## src/pgrs_regs.svh

```systemverilog
// register map, bit positions, reset values and timing figures of the rail sequencer
`ifndef PGRS_REGS_SVH
`define PGRS_REGS_SVH

// ==========================================================
// register offsets
`define PGRS_ADDR_GOOD 8'h0b
`define PGRS_ADDR_MASK 8'h0c
`define PGRS_ADDR_CTRL 8'h0d

// ==========================================================
// field positions
`define PGRS_RST_BIT  7
`define PGRS_DLY_HI   6
`define PGRS_DLY_LO   5
`define PGRS_COMB_BIT 5
`define PGRS_SEQ_HI   7
`define PGRS_SEQ_LO   5

// rail positions in status, mask and enable fields
`define PGRS_SDA 4
`define PGRS_SDB 3
`define PGRS_SDC 2
`define PGRS_LRA 1
`define PGRS_LRB 0

// ==========================================================
// reset values
`define PGRS_EN_RESET   5'h1f
`define PGRS_DLY_RESET  2'h3
`define PGRS_MASK_RESET 6'h1c
`define PGRS_SEQ_RESET  3'h0

// ==========================================================
// timing
`define PGRS_CLK_KHZ 200000
`define PGRS_DLY0_MS 20
`define PGRS_DLY1_MS 100
`define PGRS_DLY2_MS 200
`define PGRS_DLY3_MS 400
`define PGRS_GAP_MS  1

`endif

```

## src/pgrs_pkg.sv

```systemverilog
// types shared by the rail sequencer
package pgrs_pkg;

   // ==========================================================
   // sequencer phase
   typedef enum logic [1:0] {
      SEQ_OFF  = 2'b00,
      SEQ_UP   = 2'b01,
      SEQ_ON   = 2'b10,
      SEQ_DOWN = 2'b11
   } pgrs_state_type;

   // ==========================================================
   // power-up order codes
   typedef enum logic [2:0] {
      SQ_B_ONLY     = 3'b000,
      SQ_B_C        = 3'b001,
      SQ_A_THEN_BC  = 3'b010,
      SQ_C_THEN_B   = 3'b011,
      SQ_LB_THEN_AB = 3'b100,
      SQ_PINS       = 3'b101,
      SQ_A_B_C      = 3'b110,
      SQ_EXT_LB_AB  = 3'b111
   } pgrs_code_type;

endpackage : pgrs_pkg

```

## src/pgrs_sequencer.sv

```systemverilog
// power-good combiner, rail enable gating and power-up/down sequencer
`timescale 1ns/10ps
`include "pgrs_regs.svh"

// ==========================================================
// delayed release of an active-low output
module pgrs_release_timer #(
   parameter int CNT_W = 27
) (
   // clock and reset
   input  wire logic             clock,
   input  wire logic             rst,
   // control
   input  wire logic             hold,
   input  wire logic [CNT_W-1:0] limit,
   // result
   output logic                  released
);

   logic [CNT_W-1:0] count;

   always_ff @(posedge clock) begin
      if (rst || hold) begin
         count    <= '0;
         released <= 1'b0;
      end else if (count >= limit) begin
         released <= 1'b1;
      end else begin
         count <= count + 1'b1;
      end
   end

endmodule : pgrs_release_timer

// ==========================================================
// top level
module pgrs_sequencer #(
   parameter int CNT_W   = 27,
   parameter int DLY0_CYC = `PGRS_DLY0_MS * `PGRS_CLK_KHZ,
   parameter int DLY1_CYC = `PGRS_DLY1_MS * `PGRS_CLK_KHZ,
   parameter int DLY2_CYC = `PGRS_DLY2_MS * `PGRS_CLK_KHZ,
   parameter int DLY3_CYC = `PGRS_DLY3_MS * `PGRS_CLK_KHZ,
   // strictly more than the gap
   parameter int GAP_CYC  = `PGRS_GAP_MS * `PGRS_CLK_KHZ + 1
) (
   // clock and reset
   input  wire logic       clock,
   input  wire logic       rst,
   // register port
   input  wire logic [7:0] regAddr,
   input  wire logic       regWrite,
   input  wire logic [7:0] regWrData,
   input  wire logic       regRead,
   output logic      [7:0] regRdData,
   // rail status
   input  wire logic [4:0] railGood,
   input  wire logic       resetCompBelow,
   // enable pins and device state
   input  wire logic       stepDownAEnablePin,
   input  wire logic       stepDownBEnablePin,
   input  wire logic       stepDownCEnablePin,
   input  wire logic       linearRegEnableSignal,
   input  wire logic       stepDownCPinOverride,
   input  wire logic       onState,
   // rail controls
   output logic      [4:0] railEnable,
   output logic            extRegulatorEnable,
   // open-drain power good and driven reset output
   output logic            powerGoodOutOut,
   output logic            powerGoodOutEn,
   output logic            resetOutN
);

   // ==========================================================
   // registers
   logic [1:0]             goodOutputDelay;
   logic [5:0]             goodMask;
   pgrs_pkg::pgrs_code_type sequenceSelect;
   logic [4:0]             supplyEnable;
   logic [4:0]             enablePins;

   localparam logic [4:0] EN_DEFAULT = `PGRS_EN_RESET;

   assign enablePins = {stepDownAEnablePin,
                        stepDownBEnablePin,
                        stepDownCEnablePin,
                        linearRegEnableSignal,
                        linearRegEnableSignal};

   always_ff @(posedge clock) begin
      if (rst) begin
         goodOutputDelay <= `PGRS_DLY_RESET;
      end else if (regWrite && regAddr == `PGRS_ADDR_GOOD) begin
         goodOutputDelay <= regWrData[`PGRS_DLY_HI:`PGRS_DLY_LO];
      end
   end

   always_ff @(posedge clock) begin
      if (rst) begin
         goodMask <= `PGRS_MASK_RESET;
      end else if (regWrite && regAddr == `PGRS_ADDR_MASK) begin
         goodMask <= regWrData[5:0];
      end
   end

   always_ff @(posedge clock) begin
      if (rst) begin
         sequenceSelect <= pgrs_pkg::pgrs_code_type'(`PGRS_SEQ_RESET);
      end else if (regWrite && regAddr == `PGRS_ADDR_CTRL) begin
         sequenceSelect <= pgrs_pkg::pgrs_code_type'(regWrData[`PGRS_SEQ_HI:`PGRS_SEQ_LO]);
      end
   end

   // a low pin wins over a write in the same cycle
   always_ff @(posedge clock) begin
      if (rst) begin
         supplyEnable <= `PGRS_EN_RESET;
      end else begin
         for (int i = 0; i < 5; i++) begin
            if (!enablePins[i]) begin
               supplyEnable[i] <= EN_DEFAULT[i];
            end else if (regWrite && regAddr == `PGRS_ADDR_CTRL) begin
               supplyEnable[i] <= regWrData[i];
            end
         end
      end
   end

   // read data registered; unmapped offsets read zero
   always_ff @(posedge clock) begin
      if (rst) begin
         regRdData <= 8'h00;
      end else if (regRead) begin
         case (regAddr)
            `PGRS_ADDR_GOOD: begin
               regRdData <= {resetCompBelow,
                             goodOutputDelay,
                             railGood};
            end
            `PGRS_ADDR_MASK: begin
               regRdData <= {2'h0, goodMask};
            end
            `PGRS_ADDR_CTRL: begin
               regRdData <= {sequenceSelect, supplyEnable};
            end
            default: begin
               regRdData <= 8'h00;
            end
         endcase
      end
   end

   // ==========================================================
   // power good and reset output
   logic             goodFault;
   logic [CNT_W-1:0] delayLimit;
   logic             goodReleased;

   always_comb begin
      goodFault = |(goodMask[4:0] & ~railGood);
      if (goodMask[`PGRS_COMB_BIT] &&
          !railGood[`PGRS_SDC] && !railGood[`PGRS_LRA]) begin
         goodFault = 1'b1;
      end
   end

   always_comb begin
      case (goodOutputDelay)
         2'h0: delayLimit = CNT_W'(DLY0_CYC);
         2'h1: delayLimit = CNT_W'(DLY1_CYC);
         2'h2: delayLimit = CNT_W'(DLY2_CYC);
         default: delayLimit = CNT_W'(DLY3_CYC);
      endcase
   end

   pgrs_release_timer #(.CNT_W(CNT_W)) goodTimer (
      .clock    (clock),
      .rst      (rst),
      .hold     (goodFault),
      .limit    (delayLimit),
      .released (goodReleased)
   );

   pgrs_release_timer #(.CNT_W(CNT_W)) resetTimer (
      .clock    (clock),
      .rst      (rst),
      .hold     (resetCompBelow),
      .limit    (delayLimit),
      .released (resetOutN)
   );

   // open drain: only ever pulls low
   assign powerGoodOutOut = 1'b0;
   assign powerGoodOutEn  = !goodReleased || goodFault;

   // ==========================================================
   // sequencer
   pgrs_pkg::pgrs_state_type state;
   pgrs_pkg::pgrs_code_type  activeCode;
   logic [1:0]               stage;
   logic [31:0]              gapCount;

   // rails switched on by the order up to a stage
   function automatic logic [4:0] autoRails(
      input pgrs_pkg::pgrs_code_type code,
      input logic [1:0]              stg,
      input logic                    ovr
   );
      logic [4:0] r;
      r = 5'h00;
      if (stg != 2'h0) begin
         case (code)
            pgrs_pkg::SQ_B_ONLY: r[`PGRS_SDB] = 1'b1;
            pgrs_pkg::SQ_B_C: begin
               r[`PGRS_SDB] = 1'b1;
               r[`PGRS_SDC] = 1'b1;
            end
            pgrs_pkg::SQ_A_THEN_BC: begin
               r[`PGRS_SDA] = 1'b1;
               r[`PGRS_SDB] = stg >= 2'h2;
               r[`PGRS_SDC] = stg >= 2'h2;
            end
            pgrs_pkg::SQ_C_THEN_B: begin
               r[`PGRS_SDC] = 1'b1;
               r[`PGRS_SDB] = stg >= 2'h2;
            end
            pgrs_pkg::SQ_LB_THEN_AB: begin
               r[`PGRS_LRB] = 1'b1;
               r[`PGRS_SDC] = ovr;
               r[`PGRS_SDA] = stg >= 2'h2;
               r[`PGRS_SDB] = stg >= 2'h2;
            end
            pgrs_pkg::SQ_A_B_C: begin
               r[`PGRS_SDA] = 1'b1;
               r[`PGRS_SDB] = stg >= 2'h2;
               r[`PGRS_SDC] = stg >= 2'h3;
            end
            pgrs_pkg::SQ_EXT_LB_AB: begin
               r[`PGRS_LRB] = stg >= 2'h2;
               r[`PGRS_SDA] = stg >= 2'h3;
               r[`PGRS_SDB] = stg >= 2'h3;
            end
            default: r = 5'h00;
         endcase
      end
      return r;
   endfunction : autoRails

   logic [1:0] lastStage;
   logic [4:0] stageRails;
   logic [4:0] waitRails;
   logic [4:0] droppedRails;
   logic       upAdvance;

   always_comb begin
      case (activeCode)
         pgrs_pkg::SQ_B_ONLY, pgrs_pkg::SQ_B_C: lastStage = 2'h1;
         pgrs_pkg::SQ_A_B_C, pgrs_pkg::SQ_EXT_LB_AB: lastStage = 2'h3;
         default: lastStage = 2'h2;
      endcase
   end

   assign stageRails = autoRails(activeCode, stage, stepDownCPinOverride);
   assign droppedRails = autoRails(activeCode, stage + 2'h1, stepDownCPinOverride)
                         & ~stageRails;

   // the next group waits for the previous group to report good; code 100 waits on LRB alone, code 111 on the gap count
   always_comb begin
      waitRails = stageRails;
      if (activeCode == pgrs_pkg::SQ_LB_THEN_AB) begin
         waitRails = 5'h01 << `PGRS_LRB;
      end
      upAdvance = (waitRails & ~railGood) == 5'h00;
      if (activeCode == pgrs_pkg::SQ_EXT_LB_AB && stage == 2'h2) begin
         upAdvance = gapCount >= GAP_CYC;
      end
   end

   always_ff @(posedge clock) begin
      if (rst || state != pgrs_pkg::SEQ_UP || stage != 2'h2) begin
         gapCount <= 32'h0;
      end else if (gapCount < GAP_CYC) begin
         gapCount <= gapCount + 32'h1;
      end
   end

   always_ff @(posedge clock) begin
      if (rst) begin
         state      <= pgrs_pkg::SEQ_OFF;
         stage      <= 2'h0;
         activeCode <= pgrs_pkg::SQ_PINS;
      end else begin
         case (state)
            pgrs_pkg::SEQ_OFF: begin
               if (onState && sequenceSelect != pgrs_pkg::SQ_PINS) begin
                  state      <= pgrs_pkg::SEQ_UP;
                  stage      <= 2'h1;
                  activeCode <= sequenceSelect;
               end
            end
            pgrs_pkg::SEQ_UP: begin
               if (!onState) begin
                  state <= pgrs_pkg::SEQ_DOWN;
                  stage <= stage - 2'h1;
               end else if (upAdvance) begin
                  if (stage == lastStage) begin
                     state <= pgrs_pkg::SEQ_ON;
                  end else begin
                     stage <= stage + 2'h1;
                  end
               end
            end
            pgrs_pkg::SEQ_ON: begin
               if (!onState) begin
                  state <= pgrs_pkg::SEQ_DOWN;
                  stage <= stage - 2'h1;
               end
            end
            pgrs_pkg::SEQ_DOWN: begin
               // last group must fall before the one below it drops
               if ((droppedRails & railGood) == 5'h00) begin
                  if (stage == 2'h0) begin
                     state <= pgrs_pkg::SEQ_OFF;
                  end else begin
                     stage <= stage - 2'h1;
                  end
               end
            end
            default: state <= pgrs_pkg::SEQ_OFF;
         endcase
      end
   end

   // ==========================================================
   // rail outputs
   always_ff @(posedge clock) begin
      if (rst) begin
         railEnable         <= 5'h00;
         extRegulatorEnable <= 1'b0;
      end else begin
         // pins of rails in the order are tied low; the order stands in
         railEnable <= supplyEnable & (stageRails | enablePins);
         extRegulatorEnable <= activeCode == pgrs_pkg::SQ_EXT_LB_AB &&
                               stage != 2'h0;
      end
   end

   // ==========================================================
   // checks
   property p_status_reset;
      @(posedge clock) disable iff (rst)
      (regRead && regAddr == `PGRS_ADDR_GOOD) |=>
         regRdData[`PGRS_RST_BIT] == $past(resetCompBelow);
   endproperty
   a_status_reset: assert property (p_status_reset)
      else $error("reset status bit wrong");

   property p_status_rails;
      @(posedge clock) disable iff (rst)
      (regRead && regAddr == `PGRS_ADDR_GOOD) |=> regRdData[4:0] == $past(railGood);
   endproperty
   a_status_rails: assert property (p_status_rails)
      else $error("rail status bits wrong");

   property p_delay_write;
      @(posedge clock) disable iff (rst)
      (regWrite && regAddr == `PGRS_ADDR_GOOD) |=>
         goodOutputDelay == $past(regWrData[`PGRS_DLY_HI:`PGRS_DLY_LO]);
   endproperty
   a_delay_write: assert property (p_delay_write)
      else $error("delay field not written");

   property p_mask_fault;
      @(posedge clock) disable iff (rst)
      |(goodMask[4:0] & ~railGood) |-> powerGoodOutEn;
   endproperty
   a_mask_fault: assert property (p_mask_fault)
      else $error("masked rail fault did not pull power good");

   property p_comb_fault;
      @(posedge clock) disable iff (rst)
      (goodMask[`PGRS_COMB_BIT] && !railGood[`PGRS_SDC] && !railGood[`PGRS_LRA])
         |-> powerGoodOutEn;
   endproperty
   a_comb_fault: assert property (p_comb_fault)
      else $error("combined fault did not pull power good");

   property p_release_after_delay;
      @(posedge clock) disable iff (rst)
      $fell(powerGoodOutEn) |-> !$past(goodFault, 2) && !goodFault;
   endproperty
   a_release_after_delay: assert property (p_release_after_delay)
      else $error("power good released during fault");

   property p_pin_low_default;
      @(posedge clock) disable iff (rst)
      !stepDownAEnablePin |=> supplyEnable[`PGRS_SDA];
   endproperty
   a_pin_low_default: assert property (p_pin_low_default)
      else $error("enable bit not forced while pin low");

   property p_enable_gated;
      @(posedge clock) disable iff (rst)
      railEnable[`PGRS_SDB] |-> $past(supplyEnable[`PGRS_SDB]);
   endproperty
   a_enable_gated: assert property (p_enable_gated)
      else $error("rail enabled with enable bit clear");

   property p_a_before_bc;
      @(posedge clock) disable iff (rst)
      (state == pgrs_pkg::SEQ_UP && activeCode == pgrs_pkg::SQ_A_THEN_BC &&
       $changed(stage) && stage == 2'h2) |-> $past(railGood[`PGRS_SDA]);
   endproperty
   a_a_before_bc: assert property (p_a_before_bc)
      else $error("converters B and C started before A good");

   property p_ext_first;
      @(posedge clock) disable iff (rst)
      (state == pgrs_pkg::SEQ_UP && activeCode == pgrs_pkg::SQ_EXT_LB_AB &&
       stage == 2'h2) |=> extRegulatorEnable;
   endproperty
   a_ext_first: assert property (p_ext_first)
      else $error("external regulator not enabled first");

endmodule : pgrs_sequencer

```

## config.mk

```make
export PLATFORM = sky130hd
export DESIGN_NAME = pgrs_sequencer
export DESIGN_NICKNAME = d
export VERILOG_FILES = /design/src/pgrs_pkg.sv /design/src/pgrs_sequencer.sv
export VERILOG_INCLUDE_DIRS = /design/src
export SDC_FILE = /design/constraint.sdc
export NUM_CORES = 1
export LEC_CHECK = 0
export BUFFER_PORTS_ARGS = -buffer_cell sky130_fd_sc_hd__buf_2
export CORE_ASPECT_RATIO = 1.25
export CORE_UTILIZATION = 40
export CTS_BUF_LIST = sky130_fd_sc_hd__clkbuf_2
export DETAILED_ROUTE_END_ITERATION = 10
export HOLD_SLACK_MARGIN = 0.03
export PLACE_DENSITY_LB_ADDON = 0.3
export SLEW_MARGIN = 20
export SYNTH_ARGS = -nofsm -noshare
export SYNTH_HDL_FRONTEND = slang
export SYNTH_SLANG_ARGS = --single-unit
```

## constraint.sdc

```tcl
create_clock -name clock -period 3.62 [get_ports clock]
set_input_delay 0.181 -clock clock [delete_from_list [all_inputs] [get_ports clock]]
set_output_delay 0.181 -clock clock [all_outputs]
set_load 0.005 [all_outputs]
```

==> impl_metrics.tcl <==
set metrics [dict create \
    synthCells 838 \
    grt_usage_pct 19.10 \
    cts_max_level 4 \
    leakage_nw 3.086 \
    postRouteAntennaNets 0 \
    tritoncts "done" \
    io_pins 49 \
    worst-endpoint-required_ns 4.28 \
    hold_viol 0 \
    hold_class "in -> reg" \
    synth_xor_area_share_pct 1.993 \
    dr.pass1.iters 5 \
    fp.dieArea_um2 18110 \
    yosys.area.top_type_share_pct 35.59 \
    yosys.area.top_type "dfxtp_1" \
    status "finished, final reports clean" \
    utilization_pct 47.40 \
    grt_max_degree 40 \
    crit_path_end "resetTimer.count[23]" \
    synth_flop_cell "dfxtp_1" \
    start_kind "register" \
    max_freq_ghz 0.3094 \
    r2r_cells 15 \
    fin_crit_sh_pct 89.28 \
    drive_gt1_share_pct 10.87 \
    area_delta_synth_final_pct 14.45 \
    ys_ff_latch 125 \
    yosysWarningCount 0 \
    drt-total-wl_mm 16.35 \
    num_rows 53 \
    ir_drop_mv 0.1959 \
    cts_buffers 17 \
    yosys-top-cells-area "dfxtp_1, ha_1, a21oi_1" \
    insertion_delay_ns 0.73 \
    critical_path_class "reg -> reg" \
    grt-ovfl-total 0 \
    rsz0062_at_grt "false" \
    die_w_um 120.6 \
    synthArstFlopShare_pct 0 \
    antenna_found_initial 1 \
    grt_pass1_vias 5887 \
    initial_core_util_pct 41.41 \
    layout_common_cells "dfxtp_1, a21oi_1, nor2_1" \
    synth_edf_count 0 \
    core_um2 16980 \
    drv_cap 0 \
    final-setup-viol-count 0 \
    cts_buffer_depth 2 \
    hpwl_mm 11.61 \
    rr_endpoint "resetTimer.count[23]" \
    synth_cell_types 67 \
    r2r_start "goodOutputDelay[1]" \
    fin_setup_tns_ns 0 \
    drcViolationCount 0 \
    gp_congestion 0.8602 \
    via_count 6330 \
    setup.worst_path.start "goodOutputDelay[1]" \
    crit_fanout 11 \
    synth_adder_area_share_pct 10.86 \
    clock-skew-final_ns 0.03018 \
    period_minus_slack_ns 3.232 \
    path_clk_slew_ns 0.18 \
    mostFrequentLayoutCell "dfxtp_1" \
    post-place-ws_ns 0.2905 \
    synth_compound_area_share_pct 19.58 \
    cts_root_buf "clkbuf_2" \
    syn_area_per_cell_um2 8.390 \
    routedWlPerCell_um 14.21 \
    yosys.area_share.simple_pct 24.40 \
    drt-initial-drc-count 297 \
    worstPathArrival_ns 3.89 \
    end_kind "register" \
    regToRegSetupSlack_ns 0.39 \
    synth-seq-area-share_pct 35.59 \
    setup_ws_ns 0.3880 \
    syn-num-nets 931 \
    grt_pass1_wl_mm 27.93 \
    synth.cell_area_um2 7030 \
    p_per_area_nw_per_um2 355.6 \
    slew_viol_final 0 \
    tightestPinTransition_ns 0.7776 \
    fin_nets 1009 \
    slew_headroom_pct 46.82 \
    dieHeight_um 150.2 \
    viasPerCell 5.504 \
    port_buffers 47 \
    synth_top_family_by_area "simple AND/OR/NAND/NOR gates" \
    synthMuxAreaShare_pct 2.794 \
    clock_sinks 125 \
]
-- logic make-up after synthesis --
kind of cell	Yosys count
other cells	1
simple gates	323
compound gates	216
xor+xnor	16
fa+ha+maj	61
buf+inv	77
mux	19
flops	125
-- report_power, final --
| group | internal (mW) | switching, mW | leakage, nW |
|---|---|---|---|
| Sequential | 1.41 | 0.0505 | 1.01 |
| Combinational | 0.225 | 0.295 | 1.93 |
| Clock | 0.321 | 0.559 | 0.141 |
| Total | 1.96 | 0.905 | 3.09 |
-- metrics by stage --
step                cell area (µm²)  power, mW  hold slack, ns  instances
global placement               7453      1.984          0.4039       1081
floorplan                      7030      1.862          0.2786        838
detailed placement             7453      1.984          0.4089       1081
CTS                            8019      2.885         0.04527       1146
finish                         8046      2.862          0.1042       1150
global route                   8046      3.006          0.1591       1150
-- repair_timing --
item,4_1_cts,5_1_grt
endpoints found under the hold margin,37,0
setup endpoints to repair,0,12
hold buffers,33,0
gates resized for setup,0,1
buffers inserted,0,3
-- sequential cells by signal (all words and copies together), names as in the netlist --
name and count:
railEnable 5, gapCount 32, supplyEnable 5, sequenceSelect 3
regRdData 8, activeCode 3, stage 2, resetTimer.count 27
resetTimer.released 1, state 2, goodTimer.released 1, goodTimer.count 27
goodOutputDelay 2, goodMask 6, extRegulatorEnable 1
-- synth_stat cells, types with 2 or more instances --
cell	count
dfxtp_1	125
a21oi_1	82
nor2_1	81
ha_1	61
nand2_1	49
inv_1	43
or3_1	35
nand3_1	28
nand4_1	28
or4_1	25
o21ai_1	24
o31ai_1	22
clkbuf_1	20
o21ai_0	20
and2_1	15
a21o_1	14
mux2i_1	14
and3_1	13
xnor2_1	12
nor2b_1	9
nor3_1	9
and4_1	8
a211o_1	6
a22oi_1	6
buf_2	5
nand2b_1	5
nor4_1	5
o2111ai_1	5
a31oi_1	4
buf_6	4
mux2_2	4
nor3b_1	4
or2_2	4
xor2_1	4
a32oi_1	3
nand3b_1	3
o21a_1	3
a221o_1	2
buf_1	2
buf_4	2
o22ai_1	2
o31a_1	2
o41ai_1	2
-- layout make-up --
| cell class | count | area [µm²] |
|---|---|---|
| repair buffers | 92 | 668.1 |
| fillers | 1748 | 8930 |
| flip-flops and latches | 125 | 2502 |
| clock buffers | 18 | 90.09 |
| diodes | 1 | 2.502 |
| inverters | 44 | 165.2 |
| well taps | 220 | 275.3 |
| clock inverters | 14 | 145.1 |
| multi-input cells | 636 | 4198 |
-- worst min-delay path by stage --
stage,end,startpoint,cells after the start
floorplan,supplyEnable[2],stepDownCEnablePin,1
global placement,supplyEnable[4],stepDownAEnablePin,2
detailed placement,supplyEnable[4],stepDownAEnablePin,2
CTS,goodOutputDelay[1],regAddr[3],5
global route,goodOutputDelay[1],regAddr[3],5
finish,goodOutputDelay[1],regAddr[3],5
-- worst max-delay path, cell delays in order, from the launching register on --
cell	delay [ns]
dfxtp_1	0.44
inv_1	0.08
buf_4	0.16
ha_1	0.20
nor2_1	0.34
ha_1	0.20
nand4_1	0.10
or4_1	0.50
a31oi_1	0.22
o2111ai_1	0.21
buf_4	0.20
nand4_1	0.07
buf_4	0.17
buf_4	0.12
o21ai_1	0.05
a21oi_1	0.12
-- per-layer routing --
metal / routed length [µm] / GRT usage (%) / vias to the layer above
li1: - / - / 3248
met1: 7614 / 23.97 / 2966
met2: 7896 / 31.90 / 90
met3: 527 / 3.371 / 26
met4: 308 / 8.519 / 0
met5: 0 / 0 / -
(Power assumes the default switching activity.)
